[config.mk]
export PLATFORM = sky130hd
export DESIGN_NAME = cac_ctrl
export DESIGN_NICKNAME = d
export VERILOG_FILES = /design/src/pkg/cac_pkg.sv /design/src/verilog/cac_byte_mux.sv /design/src/verilog/cac_ctrl.sv
export SDC_FILE = /design/constraint.sdc
export NUM_CORES = 1
export LEC_CHECK = 0
export ABC_AREA = 1
export BUFFER_PORTS_ARGS = -buffer_cell sky130_fd_sc_hd__buf_2
export CORE_ASPECT_RATIO = 1.25
export CORE_MARGIN = 3
export CORE_UTILIZATION = 50
export DETAILED_ROUTE_END_ITERATION = 6
export PLACE_DENSITY = 0.82
export SLEW_MARGIN = 20
export SYNTH_ARGS = -nofsm -noshare
export SYNTH_HDL_FRONTEND = slang
export SYNTH_SLANG_ARGS = --single-unit
[constraint.sdc]
create_clock -name clk_i -period 5 [get_ports clk_i]
set_input_delay 0.25 -clock clk_i [delete_from_list [all_inputs] [get_ports clk_i]]
set_output_delay 0.25 -clock clk_i [all_outputs]
set_load 0.02 [all_outputs]
[src/pkg/cac_pkg.sv]
// Package with the constants, types and state records of the clamp and sampling control.
// Functional notes
// - Clamp enable low keeps every switch open.
// - Direct mode: clamp follows reset strobe.
// - Select one: clamp on both strobes high.
// - One shared clamp drives all channels.
// - Compat timing comes from clock and video strobe.
// - Compat clamp needs double sampling, at reset point.
// - Compat captures reset strobe during video high.
// - Compat: captured low leaves switch open; line mode uses clamp select instead.
// - Colour mode converts three channels per pixel.
// - Two-channel mode converts red, green; blue off.
// - Mono: one channel, others off, set between lines.
// - Line mode cycles coefficients on reset pulses.
// - Each result is sixteen bits as bytes.
// - Per-channel 8-bit offset and 9-bit gain.
// - Samples taken on strobe falling edges; compat reset sample at reset point.
// - Compat video sample on first edge after fall.
package cac_pkg;

  localparam int NUM_CH   = 3;
  localparam int RESULT_W = 16;
  localparam int BYTE_W   = 8;
  localparam int GAIN_W   = 9;
  localparam int OFFSET_W = 8;
  localparam int POS_W    = 2;

  localparam logic [1:0] CH_RED   = 2'h0;
  localparam logic [1:0] CH_GREEN = 2'h1;
  localparam logic [1:0] CH_BLUE  = 2'h2;

  localparam logic [2:0] PEND_COLOUR = 3'h7;
  localparam logic [2:0] PEND_TWO    = 3'h3;
  localparam logic [2:0] PEND_RED    = 3'h1;

  localparam logic [2:0] PDN_COLOUR = 3'h0;
  localparam logic [2:0] PDN_TWO    = 3'h4;
  localparam logic [2:0] PDN_LINE   = 3'h6;

  localparam logic [POS_W-1:0] POS_LAST = 2'h3;

  typedef enum logic [1:0] {
    MODE_COLOUR = 2'b00,
    MODE_TWO    = 2'b01,
    MODE_MONO   = 2'b10,
    MODE_LINE   = 2'b11
  } cac_mode_t;

  typedef enum logic [1:0] {
    SEQ_IDLE  = 2'b00,
    SEQ_START = 2'b01,
    SEQ_WAIT  = 2'b10,
    SEQ_PUSH  = 2'b11
  } cac_seq_t;

  typedef struct packed {
    logic [GAIN_W-1:0]   gain;
    logic [OFFSET_W-1:0] offset;
  } cac_coeff_t;

  typedef struct packed {
    logic                vs_s1;
    logic                vs_s2;
    logic                vs_p;
    logic                rs_s1;
    logic                rs_s2;
    logic                rs_p;
    logic                rs_capt;
    logic                pos_run;
    logic [POS_W-1:0]    pos_cnt;
    logic                clamp;
    logic                vid_take;
    logic                rst_take;
    logic [1:0]          coeff_idx;
    cac_mode_t           mode;
    logic [1:0]          mono;
    cac_seq_t            seq;
    logic [NUM_CH-1:0]   pend;
    logic [1:0]          ch;
    logic                start;
    logic [RESULT_W-1:0] result;
    cac_coeff_t          coeff;
  } cac_state_t;

  localparam cac_state_t CAC_STATE_RST = cac_state_t'('0);

  typedef struct packed {
    logic              busy;
    logic [BYTE_W-1:0] lo;
    logic [BYTE_W-1:0] data;
    logic              valid;
    logic              high;
  } cac_mux_state_t;

  localparam cac_mux_state_t CAC_MUX_RST = cac_mux_state_t'('0);

endpackage

[src/verilog/cac_byte_mux.sv]
// Splits each conversion result into a high byte and a low byte on the output bus.
`timescale 1ns/1ps
module cac_byte_mux (
  // Clock, reset and enable
  input  wire logic                           clk_i,
  input  wire logic                           rst_i,
  input  wire logic                           en_i,
  // Word side
  input  wire logic                           word_valid_i,
  input  wire logic [cac_pkg::RESULT_W-1:0]   word_i,
  output logic                                word_ready_o,
  // Byte side
  output logic [cac_pkg::BYTE_W-1:0]          byte_o,
  output logic                                byte_valid_o,
  output logic                                byte_high_o
);

  cac_pkg::cac_mux_state_t q;
  cac_pkg::cac_mux_state_t d;

  assign word_ready_o = ~q.busy;
  assign byte_o       = q.data;
  assign byte_valid_o = q.valid;
  assign byte_high_o  = q.high;

  always_comb begin
    d = q;
    d.valid = 1'b0;
    d.high  = 1'b0;
    if (q.busy) begin
      d.data  = q.lo;
      d.valid = 1'b1;
      d.busy  = 1'b0;
    end else if (word_valid_i) begin
      d.data  = word_i[cac_pkg::RESULT_W-1:cac_pkg::BYTE_W];
      d.lo    = word_i[cac_pkg::BYTE_W-1:0];
      d.valid = 1'b1;
      d.high  = 1'b1;
      d.busy  = 1'b1;
    end
  end

  always_ff @(posedge clk_i or posedge rst_i) begin
    if (rst_i) begin
      q <= cac_pkg::CAC_MUX_RST;
    end else if (en_i) begin
      q <= d;
    end
  end

endmodule // cac_byte_mux

[src/verilog/cac_ctrl.sv]
// Clamp switch, sampling strobe, channel mode and conversion sequencing control.
`timescale 1ns/1ps
module cac_ctrl (
  // Clock, reset and enable
  input  wire logic                                          clk_i,
  input  wire logic                                          rst_i,
  input  wire logic                                          en_i,
  // Sample strobe pins
  input  wire logic                                          video_sample_strobe_i,
  input  wire logic                                          reset_sample_strobe_i,
  // Configuration bits
  input  wire logic                                          clamp_enable_i,
  input  wire logic                                          clamp_select_i,
  input  wire logic                                          compat_timing_mode_i,
  input  wire logic                                          double_sampling_select_i,
  input  wire logic [cac_pkg::POS_W-1:0]                     reset_sample_position_i,
  input  wire logic [1:0]                                    channel_mode_i,
  input  wire logic [1:0]                                    mono_channel_i,
  input  wire logic                                          line_start_i,
  // Per-channel coefficients
  input  wire cac_pkg::cac_coeff_t [cac_pkg::NUM_CH-1:0]     coeff_i,
  // Converter handshake
  input  wire logic                                          adc_done_i,
  input  wire logic [cac_pkg::RESULT_W-1:0]                  adc_result_i,
  output logic                                               convert_start_o,
  output logic [1:0]                                         convert_channel_o,
  output cac_pkg::cac_coeff_t                                active_coeff_o,
  // Analogue control
  output logic [cac_pkg::NUM_CH-1:0]                         clamp_switch_o,
  output logic [cac_pkg::NUM_CH-1:0]                         power_down_o,
  output logic                                               video_sample_take_o,
  output logic                                               reset_sample_take_o,
  output logic [1:0]                                         coeff_index_o,
  // Output bus
  output logic [cac_pkg::BYTE_W-1:0]                         data_byte_o,
  output logic                                               data_valid_o,
  output logic                                               data_high_o
);

  cac_pkg::cac_state_t q;
  cac_pkg::cac_state_t d;

  logic                        vs_fall;
  logic                        rs_fall;
  logic                        rs_rise;
  logic                        rs_point;
  logic                        mux_ready;
  logic [cac_pkg::NUM_CH-1:0]  pend_set;
  logic [1:0]                  next_ch;
  logic [cac_pkg::NUM_CH-1:0]  pdn;

  assign vs_fall = q.vs_p & ~q.vs_s2;
  assign rs_fall = q.rs_p & ~q.rs_s2;
  assign rs_rise = ~q.rs_p & q.rs_s2;

  assign rs_point = q.pos_run & (q.pos_cnt == reset_sample_position_i);

  always_comb begin
    pend_set = cac_pkg::PEND_RED;
    unique case (q.mode)
      cac_pkg::MODE_COLOUR: pend_set = cac_pkg::PEND_COLOUR;
      cac_pkg::MODE_TWO:    pend_set = cac_pkg::PEND_TWO;
      cac_pkg::MODE_MONO: begin
        pend_set = cac_pkg::PEND_RED;
        if (q.mono == cac_pkg::CH_GREEN) begin
          pend_set = cac_pkg::PEND_RED << 1;
        end else if (q.mono == cac_pkg::CH_BLUE) begin
          pend_set = cac_pkg::PEND_RED << 2;
        end
      end
      cac_pkg::MODE_LINE:   pend_set = cac_pkg::PEND_RED;
    endcase
  end

  always_comb begin
    next_ch = cac_pkg::CH_BLUE;
    if (q.pend[0]) begin
      next_ch = cac_pkg::CH_RED;
    end else if (q.pend[1]) begin
      next_ch = cac_pkg::CH_GREEN;
    end
  end

  always_comb begin
    pdn = cac_pkg::PDN_COLOUR;
    unique case (q.mode)
      cac_pkg::MODE_COLOUR: pdn = cac_pkg::PDN_COLOUR;
      cac_pkg::MODE_TWO:    pdn = cac_pkg::PDN_TWO;
      cac_pkg::MODE_MONO:   pdn = ~pend_set;
      cac_pkg::MODE_LINE:   pdn = cac_pkg::PDN_LINE;
    endcase
  end

  always_comb begin
    d = q;
    d.vs_s1 = video_sample_strobe_i;
    d.vs_s2 = q.vs_s1;
    d.vs_p  = q.vs_s2;
    d.rs_s1 = reset_sample_strobe_i;
    d.rs_s2 = q.rs_s1;
    d.rs_p  = q.rs_s2;

    if (q.vs_s2) begin
      d.rs_capt = q.vs_p ? (q.rs_capt | q.rs_s2) : q.rs_s2;
    end

    if (vs_fall) begin
      d.pos_run = 1'b1;
      d.pos_cnt = '0;
    end else if (q.pos_run) begin
      if (q.pos_cnt == cac_pkg::POS_LAST) begin
        d.pos_run = 1'b0;
      end
      d.pos_cnt = q.pos_cnt + 2'h1;
    end

    d.clamp = 1'b0;
    if (clamp_enable_i) begin
      if (compat_timing_mode_i) begin
        if (q.mode == cac_pkg::MODE_LINE) begin
          d.clamp = rs_point & double_sampling_select_i & clamp_select_i;
        end else begin
          d.clamp = rs_point & double_sampling_select_i & q.rs_capt;
        end
      end else if (clamp_select_i) begin
        d.clamp = q.vs_s2 & q.rs_s2;
      end else begin
        d.clamp = q.rs_s2;
      end
    end

    d.vid_take = vs_fall;
    if (compat_timing_mode_i) begin
      d.rst_take = rs_point & double_sampling_select_i;
    end else begin
      d.rst_take = rs_fall & double_sampling_select_i;
    end

    if (q.mode == cac_pkg::MODE_LINE && rs_rise) begin
      d.coeff_idx = (q.coeff_idx == cac_pkg::CH_BLUE) ? cac_pkg::CH_RED : q.coeff_idx + 2'h1;
    end

    if (line_start_i) begin
      d.mode = cac_pkg::cac_mode_t'(channel_mode_i);
      d.mono = (mono_channel_i == 2'h3) ? cac_pkg::CH_RED : mono_channel_i;
      if (cac_pkg::cac_mode_t'(channel_mode_i) != cac_pkg::MODE_LINE) begin
        d.coeff_idx = cac_pkg::CH_RED;
      end
    end

    d.start = 1'b0;
    unique case (q.seq)
      cac_pkg::SEQ_IDLE: begin
        if (q.pend != '0) begin
          d.seq = cac_pkg::SEQ_START;
        end
      end
      cac_pkg::SEQ_START: begin
        d.ch    = next_ch;
        d.start = 1'b1;
        d.coeff = (q.mode == cac_pkg::MODE_LINE) ? coeff_i[q.coeff_idx] : coeff_i[next_ch];
        d.seq   = cac_pkg::SEQ_WAIT;
      end
      cac_pkg::SEQ_WAIT: begin
        if (adc_done_i) begin
          d.result = adc_result_i;
          d.seq    = cac_pkg::SEQ_PUSH;
        end
      end
      cac_pkg::SEQ_PUSH: begin
        if (mux_ready) begin
          d.pend[q.ch] = 1'b0;
          d.seq = cac_pkg::SEQ_IDLE;
        end
      end
    endcase

    if (vs_fall) begin
      d.pend = d.pend | pend_set;
    end
  end

  always_ff @(posedge clk_i or posedge rst_i) begin
    if (rst_i) begin
      q <= cac_pkg::CAC_STATE_RST;
    end else if (en_i) begin
      q <= d;
    end
  end

  genvar gi;
  generate
    for (gi = 0; gi < cac_pkg::NUM_CH; gi++) begin : g_ch
      assign clamp_switch_o[gi] = q.clamp;
    end
  endgenerate

  assign power_down_o        = pdn;
  assign convert_start_o     = q.start;
  assign convert_channel_o   = q.ch;
  assign active_coeff_o      = q.coeff;
  assign video_sample_take_o = q.vid_take;
  assign reset_sample_take_o = q.rst_take;
  assign coeff_index_o       = q.coeff_idx;

  cac_byte_mux i_cac_byte_mux (
    .clk_i        (clk_i),
    .rst_i        (rst_i),
    .en_i         (en_i),
    .word_valid_i (q.seq == cac_pkg::SEQ_PUSH),
    .word_i       (q.result),
    .word_ready_o (mux_ready),
    .byte_o       (data_byte_o),
    .byte_valid_o (data_valid_o),
    .byte_high_o  (data_high_o)
  );

endmodule // cac_ctrl

==> metrics.txt <==
Root Driver clkbuf_8; largest net degree at the start of global routing 79; fmax roughly 0.42 GHz; Clk Latency, worst-skew pair between 300 and 400 ps; Int Power ~1500 uW; Die X ~89 um; Inst Count DP approximately 700; vias in the first global route 3729; fillcell total roughly 750; fin. max-slew vios 0; EDFF count, synth 0; Cell Rows 37; Netlist Area Pre-Place between 0.004 and 0.005 mm^2; Die ar. about 0.0098 mm^2; Sw Pwr 1060 uW; WP data required 5280 ps; count of unique library cells instantiated by Yosys 34; area growth from synthesis to final layout 13.8%; top_reg_cell synth dfrtp_1; crit start category register; outcome completed; setup TNS 0 ps; final hold violation count 0; combinational fraction of design power 0.392; Max H-tree Level 3; Critical Path AT 2640 ps; Worst slew margin 0.424; DR pass1 iterations 5; post-DR wirelength/cell ~15 um; Residual DRC 0; Setup Skew 8.76 ps; Detailed Route WL 10800 um; Crit Path Category reg -> reg; min Tclk post-route around 2400 ps; Max Root-Sink Buffers 2; layout cell share with drive strength beyond 1 0.296; Antenna Diode Count 0; # setup viols final 0; Yosys warnings 0; Sw Share 0.415; RSZ-0062 raised after global routing false; # clock sinks just under 80; LEAKAGE ~0.0025 uW; Congestion Overflow GR 0; syn_area_per_cell around 8.3 um^2; Iteration-0 DRC Markers ~270; All-Layer GR Usage 0.225; post-detail-place hpwl around 7500 um; first-pass GRT wire length between 15000 and 20000 um; Via density between 5 and 6; routed vias 3897; Placer Congestion 0.802; PwrDens a little over 500 mW/mm^2; IO buf count 123; Synth Instances 522; TritonCTS Buffers 9; Top Ports ~120; worst vdd ir ~360 uV; non-filler cells, final roughly 710; part of the power in registers 0.416; Crit. End Element register; FF+latch count, synth 78; clk slew on worst S/H paths 90 ps; crit share post-route 0.473; worst hold-check path type in -> reg; initial antenna violation count 0; Max-cap violations 0; CTS tree built; Initial Util 0.521; sequential share of the synthesized area 0.450; post-route ant nets 0; Worst Tran Pin Value approximately 860 ps; core box area between 0.008 and 0.009 mm^2; final net count 698; largest fanout on the critical path 20; Clock Power Share 0.192; Mapped Nets around 600; ys async rst share 1.00; Die Ht roughly 110 um
metrics by stage:
| step | instance area [um^2] | worst slack, ps | utilization | total power, uW | hold WS [ps] |
|---|---|---|---|---|---|
| after floorplan | 4340 | 2750 | - | 1920 | 349 |
| after global placement | 4700 | 2750 | 0.564 | 2020 | 449 |
| after detailed placement | 4700 | 2660 | 0.564 | 2070 | 463 |
| after CTS | 4900 | 2640 | 0.588 | 2570 | 92.8 |
| after global routing | 4940 | 2400 | 0.593 | 2760 | 89.5 |
| final | 4940 | 2630 | 0.593 | 2560 | 103 |
area by class of cell:
class / instances / area (um^2) / area share
Clock buffer: 9 / 124 / 0.0251
Clock inverter: 7 / 81.3 / 0.0165
Inverter: 34 / 131 / 0.0266
Multi-Input combinational cell: 358 / 1870 / 0.378
Sequential cell: 78 / 1950 / 0.395
Tap cell: 97 / 121 / 0.0246
Timing Repair Buffer: 126 / 661 / 0.134
sequential cells by signal (all words and copies together), names as in the netlist, 2 cells and up:
| name | count |
|---|---|
| active_coeff_o | 17 |
| i_cac_byte_mux.byte_o | 8 |
| convert_channel_o | 2 |
| i_cac_byte_mux.q | 9 |
| d | 4 |
| coeff_index_o | 2 |
| q | 31 |
worst paths after layout:
| check | endpoint | slack (ps) | start | cells past startpoint |
|---|---|---|---|---|
| max reg2reg | coeff_index_o[0] | 2630 | q[43] | 5 |
| min reg2reg | active_coeff_o[3] | 480 | active_coeff_o[3] | 2 |
| max in group asynchronous | q[57] | 3920 | rst_i | 5 |
| max | coeff_index_o[0] | 2630 | q[43] | 5 |
| min | q[32] | 100 | adc_result_i[15] | 2 |
| min in group asynchronous | i_cac_byte_mux.byte_o[6] | 490 | rst_i | 4 |
cell usage in the layout, fill, tap and decap left out, drive strengths merged, types with 2 or more instances in the layout:
master / n
nand3: 31
dfrtp: 78
ha: 7
clkbuf: 9
buf: 125
nand4: 37
nor2: 23
mux2: 21
nand2: 186
o21ai: 23
nor3: 2
a21oi: 20
inv: 34
clkinv: 5
worst max-delay path, stage by stage, from the launching register on:
cell and delay (ps):
dfrtp_1 430, nand2_1 560, clkinv_1 700, nand4_1 330, o21ai_0 110, a21oi_1 140
power by group through the flow:
stage | logic, uW | clock network [uW] | registers (uW)
2_1_floorplan | 909 | 0 | 1020
3_3_place_gp | 963 | 0 | 1060
3_5_place_dp | 1000 | 0 | 1070
4_1_cts | 1010 | 503 | 1060
5_1_grt | 1130 | 534 | 1100
6_report | 1000 | 491 | 1060
per-layer routing:
metal  share of wire  track usage
met3           0.083       0.0520
met5               0            0
met2            0.50        0.388
met4           0.021       0.0915
met1            0.40        0.266
cell families (layout without fill, tap and decap cells):
kind of cell	Yosys count	after routing	synth area share
and+or+nand+nor	280	280	0.287
buffers and inverters	86	176	0.120
DFF	78	78	0.450
AOI/OAI and AO/OA	48	48	0.0654
muxes	21	21	0.0545
adders and majority gates	7	7	0.0202
xor gates and xnor gates	2	2	0.00404
Yosys cell counts (2+ instances only):
cell type  instances  area (um^2)
nor3_1             2         10.0
buf_2              8         40.0
o21ai_2            3         26.3
mux2_2            19          214
buf_4             37          278
nor2_4             3         33.8
nand2_1          185          694
a21oi_2            3         26.3
nand4_1           37          231
nor2_2             2         12.5
a21oi_1           16         80.1
nor2_1            18         67.6
o21ai_0           20          100
mux2_1             2         22.5
buf_6              6         67.6
nand3_4            2         35.0
inv_1             28          105
inv_2              4         15.0
ha_1               7         87.6
dfrtp_1           78         1950
nand3_1           29          145
what timing repair did:
item | in CTS | in global routing
hold endpoints to repair | 0 | 23
hold buffers | 0 | 1
buffers inserted | 0 | 0
gates resized for setup | 0 | 0
(Power assumes the default switching activity.)
